<file path="src/scc_pkg.sv">
// Package of register indices, field positions, reset values and divider constants for clock control.
// What this block does
// RULE_01: Bits 6:5 of system clock select choose the processor system clock source.
// RULE_02: Source code 00 RC 24 MHz, 01 fast, 10 divided fast, 11 32 MHz.
// RULE_03: The 32 MHz option passes two of every three 48 MHz ticks.
// RULE_04: Fast source selector is fast-source bit 0 above system select bit 7.
// RULE_05: Fast selector 00 is 48 MHz, 01 RC 24 MHz, 1x crystal pad 24 MHz.
// RULE_06: Divided option gives fast clock divided by the integer in bits 4:0.
// RULE_07: Software never writes divider value zero or one.
// RULE_08: Three module gate registers hold one clock gate bit per peripheral.
// RULE_09: A gate bit of one passes the module clock, zero blocks it.
// RULE_10: System timer clock is two thirds of crystal 24 MHz, fixed 16 MHz.
// RULE_11: Both crystal edges make the 48 MHz reference for audio and codec dividers.
// RULE_12: Audio serial clock runs only while its step register bit 7 is set.
// RULE_13: Audio serial clock equals 48 MHz times step over modulus.
// RULE_14: Software keeps the audio serial modulus at least twice its step.
// RULE_15: Codec clock runs only while its step register bit 7 is set.
// RULE_16: Codec clock equals 48 MHz times step over modulus.
// RULE_17: Software keeps the codec modulus at least twice its step.
// RULE_18: Each fractional divider accumulates modulo the modulus and toggles on every wrap.
// RULE_19: System clock switches only at an old-source edge, never making a short pulse; here a new edge can follow it by one pclk.
package scc_pkg;
  localparam int SCC_ADDR_W = 12;
  localparam logic [7:0] SCC_IDX_GATE0 = 8'h63;
  localparam logic [7:0] SCC_IDX_GATE1 = 8'h64;
  localparam logic [7:0] SCC_IDX_GATE2 = 8'h65;
  localparam logic [7:0] SCC_IDX_SYSSEL = 8'h66;
  localparam logic [7:0] SCC_IDX_AUD_STEP = 8'h67;
  localparam logic [7:0] SCC_IDX_AUD_MOD = 8'h68;
  localparam logic [7:0] SCC_IDX_COD_STEP = 8'h6C;
  localparam logic [7:0] SCC_IDX_COD_MOD = 8'h6D;
  localparam logic [7:0] SCC_IDX_FAST_HI = 8'h70;
  localparam logic [7:0] SCC_IDX_STATUS = 8'h74;
  localparam logic [7:0] SCC_RST_GATE0 = 8'h83;
  localparam logic [7:0] SCC_RST_GATE1 = 8'h00;
  localparam logic [7:0] SCC_RST_GATE2 = 8'h30;
  localparam logic [7:0] SCC_RST_SYSSEL = 8'h06;
  localparam logic [7:0] SCC_RST_AUD_STEP = 8'h00;
  localparam logic [7:0] SCC_RST_AUD_MOD = 8'h02;
  localparam logic [7:0] SCC_RST_COD_STEP = 8'h01;
  localparam logic [7:0] SCC_RST_COD_MOD = 8'h02;
  localparam logic SCC_RST_FAST_HI = 1'b0;
  localparam int SCC_SEL_FASTLO_BIT = 7;
  localparam int SCC_SEL_SRC_HI = 6;
  localparam int SCC_SEL_SRC_LO = 5;
  localparam int SCC_SEL_DIV_HI = 4;
  localparam int SCC_STEP_EN_BIT = 7;
  localparam int SCC_STEP_W = 7;
  localparam int SCC_MOD_W = 8;
  localparam int SCC_DIV_W = 5;
  localparam int SCC_GATE_N = 24;
  localparam logic [1:0] SCC_THIRDS_LAST = 2'h2;
  typedef enum logic [1:0] {
    SCC_SRC_RC = 2'b00,
    SCC_SRC_FAST = 2'b01,
    SCC_SRC_DIV = 2'b10,
    SCC_SRC_32M = 2'b11
  } scc_src_e;
endpackage

</file>
<file path="src/scc_frac_div.sv">
// Step over modulus fractional clock divider driven by 48 MHz reference ticks.
`timescale 1ns/1ps
module scc_frac_div
  import scc_pkg::*;
#(
  parameter int STEP_W = SCC_STEP_W,
  parameter int MOD_W = SCC_MOD_W
) (
  input wire logic pclk, // System clock.
  input wire logic presetn, // Asynchronous reset, active low.
  input wire logic ce, // Clock enable, freezes state while low.
  input wire logic ref_tick, // One 48 MHz reference edge.
  input wire logic enable, // Output clock enable bit.
  input wire logic [STEP_W-1:0] step, // Step value.
  input wire logic [MOD_W-1:0] modulus, // Modulus value.
  output logic clk_out // Divided clock level.
);
  logic [MOD_W:0] acc;
  logic [MOD_W:0] sum;

  // Twice the step is added so that one wrap marks half a period and the output
  // frequency is 48 MHz times step over modulus; this needs modulus >= 2*step.
  assign sum = acc + {step, 1'b0};

  always_ff @(posedge pclk or negedge presetn) begin
    if (!presetn) begin
      acc <= '0;
      clk_out <= 1'b0;
    end else if (ce) begin
      if (!enable) begin // [RULE_12] [RULE_15]
        acc <= '0;
        clk_out <= 1'b0;
      end else if (ref_tick) begin
        if (sum >= {1'b0, modulus}) begin // [RULE_18] [RULE_13] [RULE_16]
          acc <= sum - {1'b0, modulus};
          clk_out <= ~clk_out;
        end else begin
          acc <= sum;
        end
      end
    end
  end
endmodule

</file>
<file path="src/scc_top.sv">
// System and module clock control with APB register access.
//
// The implementer's own choice: the APB slave port.
`timescale 1ns/1ps
module scc_top
  import scc_pkg::*;
(
  input wire logic pclk, // System clock, 125 MHz.
  input wire logic presetn, // Asynchronous reset, active low.
  input wire logic ce, // Clock enable, freezes all state while low.
  input wire logic psel, // APB select.
  input wire logic penable, // APB enable.
  input wire logic pwrite, // APB write.
  input wire logic [SCC_ADDR_W-1:0] paddr, // APB byte address.
  input wire logic [31:0] pwdata, // APB write data.
  output logic [31:0] prdata, // APB read data.
  output logic pready, // APB ready.
  output logic pslverr, // APB error for unmapped address.
  input wire logic internal_rc_clock, // RC 24 MHz oscillator level.
  input wire logic crystal_pad_clock, // Crystal 24 MHz level.
  output logic sys_clk_tick, // System clock edge strobe.
  output logic [SCC_GATE_N-1:0] module_clk_tick, // Gated module clock strobes.
  output logic timer_clk_tick, // 16 MHz system timer edge strobe.
  output logic audio_serial_clk, // Audio serial clock level.
  output logic codec_clk // Codec clock level.
);
  logic [7:0] module_gate_reg_zero;
  logic [7:0] module_gate_reg_one;
  logic [7:0] module_gate_reg_two;
  logic [7:0] system_clock_select_reg;
  logic [7:0] audio_serial_clock_step;
  logic [7:0] audio_serial_clock_modulus;
  logic [7:0] codec_divider_step;
  logic [7:0] codec_divider_modulus;
  logic fast_source_select_high;
  logic rc_dly;
  logic xtal_dly;
  logic rc_tick;
  logic pad_tick;
  logic ref48_tick;
  logic [1:0] third48_cnt;
  logic [1:0] third24_cnt;
  logic tick_32m;
  logic tick_16m;
  logic fast_tick;
  logic [SCC_DIV_W-1:0] div_cnt;
  logic div_tick;
  scc_src_e active_src;
  scc_src_e req_src;
  logic cur_tick;
  logic [SCC_GATE_N-1:0] gate_bits;
  logic [7:0] idx;
  logic idx_ok;
  logic acc_phase;
  logic [7:0] rd_byte;

  function automatic logic [7:0] addr_index(input logic [SCC_ADDR_W-1:0] a);
    addr_index = a[9:2];
  endfunction

  function automatic logic index_mapped(input logic [7:0] i);
    index_mapped = (i == SCC_IDX_GATE0) || (i == SCC_IDX_GATE1) || (i == SCC_IDX_GATE2) ||
                   (i == SCC_IDX_SYSSEL) || (i == SCC_IDX_AUD_STEP) ||
                   (i == SCC_IDX_AUD_MOD) || (i == SCC_IDX_COD_STEP) ||
                   (i == SCC_IDX_COD_MOD) || (i == SCC_IDX_FAST_HI) || (i == SCC_IDX_STATUS);
  endfunction

  // APB slave: always ready while enabled, so every access takes two cycles.
  assign idx = addr_index(paddr);
  assign idx_ok = index_mapped(idx) && (paddr[SCC_ADDR_W-1:10] == '0) && (paddr[1:0] == 2'h0);
  assign acc_phase = psel && penable && ce;
  assign pready = ce;
  assign pslverr = psel && penable && !idx_ok;

  always_ff @(posedge pclk or negedge presetn) begin
    if (!presetn) begin
      module_gate_reg_zero <= SCC_RST_GATE0;
      module_gate_reg_one <= SCC_RST_GATE1;
      module_gate_reg_two <= SCC_RST_GATE2;
      system_clock_select_reg <= SCC_RST_SYSSEL;
      audio_serial_clock_step <= SCC_RST_AUD_STEP;
      audio_serial_clock_modulus <= SCC_RST_AUD_MOD;
      codec_divider_step <= SCC_RST_COD_STEP;
      codec_divider_modulus <= SCC_RST_COD_MOD;
      fast_source_select_high <= SCC_RST_FAST_HI;
    end else if (acc_phase && pwrite && idx_ok) begin
      unique case (idx)
        SCC_IDX_GATE0: module_gate_reg_zero <= pwdata[7:0]; // [RULE_08]
        SCC_IDX_GATE1: module_gate_reg_one <= pwdata[7:0]; // [RULE_08]
        SCC_IDX_GATE2: module_gate_reg_two <= pwdata[7:0]; // [RULE_08]
        SCC_IDX_SYSSEL: system_clock_select_reg <= pwdata[7:0];
        SCC_IDX_AUD_STEP: audio_serial_clock_step <= pwdata[7:0];
        SCC_IDX_AUD_MOD: audio_serial_clock_modulus <= pwdata[7:0];
        SCC_IDX_COD_STEP: codec_divider_step <= pwdata[7:0];
        SCC_IDX_COD_MOD: codec_divider_modulus <= pwdata[7:0];
        SCC_IDX_FAST_HI: fast_source_select_high <= pwdata[0];
        default: ;
      endcase
    end
  end

  always_comb begin
    rd_byte = 8'h00;
    unique case (idx)
      SCC_IDX_GATE0: rd_byte = module_gate_reg_zero;
      SCC_IDX_GATE1: rd_byte = module_gate_reg_one;
      SCC_IDX_GATE2: rd_byte = module_gate_reg_two;
      SCC_IDX_SYSSEL: rd_byte = system_clock_select_reg;
      SCC_IDX_AUD_STEP: rd_byte = audio_serial_clock_step;
      SCC_IDX_AUD_MOD: rd_byte = audio_serial_clock_modulus;
      SCC_IDX_COD_STEP: rd_byte = codec_divider_step;
      SCC_IDX_COD_MOD: rd_byte = codec_divider_modulus;
      SCC_IDX_FAST_HI: rd_byte = {7'h00, fast_source_select_high};
      SCC_IDX_STATUS: rd_byte = {3'h0, codec_clk, audio_serial_clk, (active_src != req_src),
                                 active_src};
      default: rd_byte = 8'h00;
    endcase
  end

  // Read data is registered in the setup cycle so it is stable in the access phase.
  always_ff @(posedge pclk or negedge presetn) begin
    if (!presetn) begin
      prdata <= 32'h0000_0000;
    end else if (ce && psel && !penable) begin
      prdata <= (!pwrite && idx_ok) ? {24'h000000, rd_byte} : 32'h0000_0000;
    end
  end

  // Source levels are taken as synchronous; edges become one-cycle strobes.
  always_ff @(posedge pclk or negedge presetn) begin
    if (!presetn) begin
      rc_dly <= 1'b0;
      xtal_dly <= 1'b0;
    end else if (ce) begin
      rc_dly <= internal_rc_clock;
      xtal_dly <= crystal_pad_clock;
    end
  end

  assign rc_tick = internal_rc_clock && !rc_dly;
  assign pad_tick = crystal_pad_clock && !xtal_dly;
  assign ref48_tick = crystal_pad_clock ^ xtal_dly; // [RULE_11]

  // Two of every three edges pass, so edge spacing stays bounded and the rate is 2/3.
  always_ff @(posedge pclk or negedge presetn) begin
    if (!presetn) begin
      third48_cnt <= 2'h0;
      third24_cnt <= 2'h0;
    end else if (ce) begin
      if (ref48_tick) begin // [RULE_03]
        third48_cnt <= (third48_cnt == SCC_THIRDS_LAST) ? 2'h0 : third48_cnt + 2'h1;
      end
      if (pad_tick) begin // [RULE_10]
        third24_cnt <= (third24_cnt == SCC_THIRDS_LAST) ? 2'h0 : third24_cnt + 2'h1;
      end
    end
  end

  assign tick_32m = ref48_tick && (third48_cnt != SCC_THIRDS_LAST); // [RULE_03]
  assign tick_16m = pad_tick && (third24_cnt != SCC_THIRDS_LAST); // [RULE_10]

  always_comb begin
    unique case ({fast_source_select_high, system_clock_select_reg[SCC_SEL_FASTLO_BIT]})
      2'b00: fast_tick = ref48_tick; // [RULE_04] [RULE_05]
      2'b01: fast_tick = rc_tick; // [RULE_05]
      2'b10: fast_tick = pad_tick; // [RULE_05]
      2'b11: fast_tick = pad_tick; // [RULE_05]
    endcase
  end

  // Integer divider of the fast source; a divisor of 0 or 1 passes every edge.
  always_ff @(posedge pclk or negedge presetn) begin
    if (!presetn) begin
      div_cnt <= '0;
    end else if (ce && fast_tick) begin
      if (div_tick) begin // [RULE_06]
        div_cnt <= '0;
      end else begin
        div_cnt <= div_cnt + 5'h01;
      end
    end
  end

  assign div_tick = fast_tick &&
    ({1'b0, div_cnt} + 6'h01 >= {1'b0, system_clock_select_reg[SCC_SEL_DIV_HI:0]}); // [RULE_06]
  assign req_src = scc_src_e'(system_clock_select_reg[SCC_SEL_SRC_HI:SCC_SEL_SRC_LO]); // [RULE_01]

  always_comb begin
    unique case (active_src)
      SCC_SRC_RC: cur_tick = rc_tick; // [RULE_02]
      SCC_SRC_FAST: cur_tick = fast_tick; // [RULE_02]
      SCC_SRC_DIV: cur_tick = div_tick; // [RULE_02]
      SCC_SRC_32M: cur_tick = tick_32m; // [RULE_02]
    endcase
  end

  // A new source takes over only on an edge of the old one, so the first edge of the
  // new source can follow the last old edge by as little as one pclk cycle.
  // A stopped old source therefore also holds off the switch.
  always_ff @(posedge pclk or negedge presetn) begin
    if (!presetn) begin
      active_src <= SCC_SRC_RC;
    end else if (ce && cur_tick && (active_src != req_src)) begin
      active_src <= req_src; // [RULE_19]
    end
  end

  assign gate_bits = {module_gate_reg_two, module_gate_reg_one, module_gate_reg_zero};

  always_ff @(posedge pclk or negedge presetn) begin
    if (!presetn) begin
      sys_clk_tick <= 1'b0;
      timer_clk_tick <= 1'b0;
    end else if (ce) begin
      sys_clk_tick <= cur_tick;
      timer_clk_tick <= tick_16m; // [RULE_10]
    end
  end

  for (genvar g = 0; g < SCC_GATE_N; g++) begin : g_gate
    always_ff @(posedge pclk or negedge presetn) begin
      if (!presetn) begin
        module_clk_tick[g] <= 1'b0;
      end else if (ce) begin
        module_clk_tick[g] <= cur_tick && gate_bits[g]; // [RULE_09]
      end
    end
  end

  scc_frac_div #(
    .STEP_W(SCC_STEP_W),
    .MOD_W(SCC_MOD_W)
  ) u_audio_div (
    .pclk(pclk),
    .presetn(presetn),
    .ce(ce),
    .ref_tick(ref48_tick),
    .enable(audio_serial_clock_step[SCC_STEP_EN_BIT]), // [RULE_12]
    .step(audio_serial_clock_step[SCC_STEP_W-1:0]), // [RULE_13]
    .modulus(audio_serial_clock_modulus),
    .clk_out(audio_serial_clk)
  );

  scc_frac_div #(
    .STEP_W(SCC_STEP_W),
    .MOD_W(SCC_MOD_W)
  ) u_codec_div (
    .pclk(pclk),
    .presetn(presetn),
    .ce(ce),
    .ref_tick(ref48_tick),
    .enable(codec_divider_step[SCC_STEP_EN_BIT]), // [RULE_15]
    .step(codec_divider_step[SCC_STEP_W-1:0]), // [RULE_16]
    .modulus(codec_divider_modulus),
    .clk_out(codec_clk)
  );
endmodule

</file>
<file path="config.mk">
export PLATFORM = sky130hd
export DESIGN_NAME = scc_top
export DESIGN_NICKNAME = d
export VERILOG_FILES = /design/src/scc_pkg.sv /design/src/scc_frac_div.sv /design/src/scc_top.sv
export SDC_FILE = /design/constraint.sdc
export NUM_CORES = 1
export LEC_CHECK = 0
export ABC_AREA = 1
export ABC_CLOCK_PERIOD_IN_PS = 4700
export BUFFER_PORTS_ARGS = -buffer_cell sky130_fd_sc_hd__buf_2
export CORE_MARGIN = 1.5
export CORE_UTILIZATION = 55
export CTS_BUF_LIST = sky130_fd_sc_hd__clkbuf_2
export DETAILED_ROUTE_END_ITERATION = 10
export GPL_ROUTABILITY_DRIVEN = 0
export PLACE_DENSITY_LB_ADDON = 0.15
export SKIP_LAST_GASP = 1
export SYNTH_ARGS = -nofsm -noshare
export SYNTH_HDL_FRONTEND = slang
export SYNTH_HIERARCHICAL = 1
export SYNTH_SLANG_ARGS = --single-unit
</file>
<file path="constraint.sdc">
create_clock -name pclk -period 4.7 [get_ports pclk]
set_input_delay 0.94 -clock pclk [delete_from_list [all_inputs] [get_ports pclk]]
set_output_delay 0.94 -clock pclk [all_outputs]
set_load 0.02 [all_outputs]
</file>
* Yosys cells after proc, flatten, opt, wreduce, memory -nomap -nowiden
Index checks and enable logic that the tools add are counted.
** Storage, ports and cells
- Flip-flop bits (word level) :: 156
** Operators by class
- $add $sub $neg :: 8
- Magnitude comparators :: 3
- Equality and inequality tests :: 25
- Muxes and demuxes :: 19
- Bitwise operators :: 3
- Reductions and logical operators :: 76
** Operator list (number)
- 8-bit by 7-bit == test with 1-bit output, second input constant :: 10
- 8-bit one-hot mux with 10 select lines :: 1
- 9-bit two-way mux :: 6
- 1-bit logical AND :: 42
- 2-bit AND reduction :: 13
- 9-bit by 8-bit adder with 9-bit output :: 2
- 9-bit by 8-bit greater-or-equal comparator with 1-bit output :: 2
- 9-bit by 8-bit subtractor with 9-bit output :: 2
- 2-bit == test, second input constant :: 6
- 1-bit logical OR :: 9
- 2-bit zero test :: 4
- 8-bit two-way mux :: 1
- 2-bit by 1-bit inequality test with 1-bit output, second input constant :: 4
- 5-bit by 1-bit adder with 6-bit output, second input constant :: 1
- 6-bit by 5-bit greater-or-equal comparator with 1-bit output :: 1
- 1-bit two-way mux :: 6
- 3-bit AND reduction :: 2
- 5-bit by 1-bit adder with 5-bit output, second input constant :: 1
- 1-bit zero test :: 5
- 5-bit two-way mux :: 1
- 2-bit by 1-bit adder with 2-bit output, second input constant :: 2
- 2-bit by 1-bit == test with 1-bit output, second input constant :: 2
- 2-bit two-way mux :: 2
- 2-bit inequality test, second input constant :: 2
- other kinds (6) :: 7

* Depth between registers and ports, before layout
- Word-level depth :: 14
- Gate-level depth with buffers :: 19
- Depth with buffers taken out :: 19

* Cells and area by module
The synthesis kept the hierarchy.
** Modules (own cells, without submodules)
- scc_top :: instances 1, cells each 674, area each 5452.7 sq um, seq. area each 2815.2 sq um
- scc_frac_div (u_codec_div) :: instances 1, cells each 207, area each 1318.8 sq um, seq. area each 250.2 sq um
- scc_frac_div (u_audio_div) :: instances 1, cells each 206, area each 1295.0 sq um, seq. area each 250.2 sq um

* Worst setup path before layout
No wires, ideal clock.
- Path kind :: in2out
- Start :: input paddr[9]
- End :: output pslverr
- Data arrival time :: 2133 ps
- Slack :: 1627 ps
- Stages on the path :: 9
- Path buffers :: 1
- Cells stage by stage :: inv_1 nand2_1 nor2_4 buf_4 nand2_1 nand2_1 nor2_1 a21boi_0 nor3_1
** On the way
- Longest elaborated chain between the ends :: 14
** Ends and longest elaborated chain
- start: declaration :: RTL line scc_top.sv:14 : input wire logic [SCC_ADDR_W-1:0] paddr,
- 8-bit by 7-bit == test with 1-bit output :: RTL line scc_top.sv:62 : index_mapped = (i == SCC_IDX_GATE0) || (i == SCC_IDX_GATE1) || (i == SCC_IDX_GATE2) ||
- 1-bit logical OR (3 in a row) :: RTL line scc_top.sv:62
- 1-bit logical OR (2 in a row) :: RTL line scc_top.sv:63 : (i == SCC_IDX_SYSSEL) || (i == SCC_IDX_AUD_STEP) ||
- 1-bit logical OR (2 in a row) :: RTL line scc_top.sv:64 : (i == SCC_IDX_AUD_MOD) || (i == SCC_IDX_COD_STEP) ||
- 1-bit logical OR :: RTL line scc_top.sv:65 : (i == SCC_IDX_COD_MOD) || (i == SCC_IDX_FAST_HI) || (i == SCC_IDX_STATUS);
- 1-bit logical OR (*) :: RTL line scc_top.sv:65
- 1-bit logical AND (*) (2 in a row) :: RTL line scc_top.sv:70 : assign idx_ok = index_mapped(idx) && (paddr[SCC_ADDR_W-1:10] == '0) && (paddr[1:0] == 2'h0);
- 1-bit zero test (*) :: RTL line scc_top.sv:73 : assign pslverr = psel && penable && !idx_ok;
- 1-bit logical AND (*) :: RTL line scc_top.sv:73
- end: declaration :: RTL line scc_top.sv:18 : output logic pslverr,
Every way passes the cells marked *; elsewhere a longest branch is shown, timed or not.

* Worst setup path in the final report
Same ends and word-level chain as after synthesis.

==> results by group <==
Status
  • Status: finished clean

Cells and area
  • Most common cell after layout, fill and taps aside: nand2_1
  • Layout cells sized above 1: 0.121
  • Max FFs per register: 24
  • Regs by FF count: module_clk_tick (24), u_audio_div/acc (9), u_codec_div/acc (9)
  • Biggest register: module_clk_tick
  • Fillers: 1377
  • NumNets Final: 1247
  • Final std cells w/o fill: 1351
  • Most frequent cells in the layout: nand2_1 (402), inv_1 (128), dfrtp_1 (122)
  • Number of diodes: 0
  • Synth-to-Final Area Change: 7.57%
  • Multi-input gate area: 3980 sq um
  • FF+latch area: 3320 sq um

GRT
  • First-pass GRT wire length: 32400 microns
  • Largest net degree at the start of global routing: 109
  • Grt total ovfl: 0
  • Vias in the first global route: 6386
  • Tot GR Track Use: 0.278
  • Initial antenna violation count: 0

Yosys
  • Mean area per synthesized cell: 7.42 sq um
  • Fraction of registers with async set/reset: 1.00
  • Count of cell types in the netlist: 42
  • Syn Inst Count: ~1100
  • Mapped Area: 8070 sq um
  • Sequential share of the synthesized area: 0.411
  • Ys flop type: dfrtp_1
  • Yosys reg bits: 132
  • Post-synth EDFFs: 0
  • Synthesis Warnings: 6

STA
  • Hold WS: around 310 ps
  • Worst-Margin Slew: 985 ps
  • Fmax: 286 MHz
  • Max transition margin: 0.343
  • Final Slew Violations: 0
  • Skew final: ~33 ps
  • Fin crit period: 3500 ps
  • Tcrit/Tclk final: 0.744
  • Setup TNS: 0 ps
  • Setup violations, final: 0
  • RSZ-0062 raised after global routing: false
  • Final hold violation count: 0

Worst setup path
  • FF-to-FF End: u_audio_div/acc[0]$_DFFE_PN0P_
  • Worst setup SP type: input port
  • CP peak stage delay: approximately 420 ps
  • Worst EP required: 3760 ps
  • Slowest CP cell: a21boi_0
  • Maximum net fanout on the critical path: 14
  • CP Launch Point: paddr[9]
  • Reg2reg setup slack: roughly 1600 ps
  • Worst R2R Path Depth: 16
  • Critical Path, Cell by Cell: buf_2 > inv_1 > nand2_1 > nor2_4 > nand3_1 > nand2_1 > nor2_1 > a21boi_0 > nor3_1 > buf_2
  • Data arrival, critical path: 2560 ps
  • Setup crit end kind: primary output
  • RR Startpoint: audio_serial_clock_step[0]$_DFFE_PN0P_
  • Crit Path Class: input port to primary output

Route
  • First DRT Iteration DRCs: between 700 and 800
  • WL final: ~20000 microns
  • Drt wl/cell: between 10 and 15 microns
  • TritonRoute pass-1 iters: 5
  • Drt via density: 5.22
  • Via Count: approximately 7100
  • Routed Antenna Nets: 0
  • # DRC: 0

Placed design
  • Port Buffers: 65
  • Placed Cells: 1319
  • Hpwl dp: 14700 microns

Pwr
  • Flop pwr share: 0.558
  • Internal power: 1.47 mW
  • Leakage power: a little under 5 nW
  • Psw: between 0.6 and 0.7 mW
  • Logic gate share of total power: 0.071
  • Switching portion of total power: 0.299
  • Clock power frac: 0.370
  • Worst VDD drop: 0.198 mV
  • Power per cell area: 241 nW/um^2

Clock tree
  • Clk_lat worst skew: 730 ps
  • Hold_buf cts: 0
  • Setup repair bufs after CTS: 0
  • CTS tree: built
  • Clk pin slew, worst setup/hold paths: approximately 220 ps
  • Max Root-Sink Buffers: 2
  • CTS-repair resized insts: 0
  • # clock sinks: 132
  • CTS root buf: clkbuf_2
  • CTS Buf Count: 17
  • H-Tree Depth: 4

Hold path
  • Hold Path Class: input port to async pin

Floorplan
  • Die Ht: 124 microns
  • Die span in x: 124 microns
  • Ports: 114
  • Starting Density: 0.559
  • Core area: about 14000 sq um
  • Die ar.: 15400 sq um
  • Cell Rows: 44

Run
  • Total of max-cap violations: 0
[how the worst max path moves through the flow]
stage | endpoint | slack [ps] | depth (start not counted)
2_1_floorplan | pslverr | 1630 | 9
3_3_place_gp | pslverr | 1270 | 10
3_5_place_dp | pslverr | 1230 | 10
4_1_cts | pslverr | 1240 | 10
5_1_grt | pslverr | 1020 | 10
6_report | pslverr | 1200 | 10
[final cells by class]
cell class,instances,share of cell area
multi-input cells,795,0.459
repair buffers,68,0.0408
clock inverters,15,0.0213
well taps,184,0.0265
clock buffers,17,0.00981
inverters,140,0.0609
flip-flops and latches,132,0.382
[stage by stage]
stage | power [mW] | utilization | cell area [sq um] | worst slack (ps)
final | 2.09 | 0.602 | 8680 | 1200
after global routing | 2.19 | 0.602 | 8680 | 1020
after CTS | 2.11 | 0.602 | 8680 | 1240
after detailed placement | 1.34 | 0.583 | 8410 | 1230
after global placement | 1.34 | 0.583 | 8410 | 1270
after floorplan | 1.29 | - | 8150 | 1630
[Yosys cell counts, drive strengths merged, types with 6 or more instances]
cell / n / share of area
nand3: 74 / 0.048
a21oi: 25 / 0.019
nor2: 52 / 0.026
xor2: 10 / 0.011
dfrtp: 122 / 0.38
nand3b: 9 / 0.0084
or2: 7 / 0.0054
nand2: 412 / 0.20
buf: 38 / 0.039
inv: 134 / 0.063
o21ai: 85 / 0.053
ha: 37 / 0.057
nand4: 36 / 0.028
clkinv: 6 / 0.0028
dfstp: 10 / 0.033
[metal layers]
layer,global-route usage,wire length [microns]
met5,0,0
met4,0.0639,203
met3,0.0536,1160
met2,0.433,9000
met1,0.402,9610
[power groups by stage]
stage,registers (mW),logic (mW),clock network [mW]
detailed placement,1.19,0.150,0
finish,1.17,0.150,0.774
CTS,1.17,0.151,0.794
global placement,1.19,0.149,0
global route,1.17,0.171,0.847
floorplan,1.19,0.0952,0
[cell families after synthesis]
family,synth area share
buffers and inverters,0.107
adders and majority gates,0.0673
DFF,0.411
AOI/OAI and AO/OA,0.0802
xor gates and xnor gates,0.0163
other,0.000465
and+or+nand+nor,0.318
[worst max-delay path: cells and delay by family]
family / cells / cell delay [ps]
AOI/OAI and AO/OA: 1 / 420
and+or+nand+nor: 6 / 880
buffers and inverters: 3 / 320
Note: power is estimated with default switching activity, not from simulation.
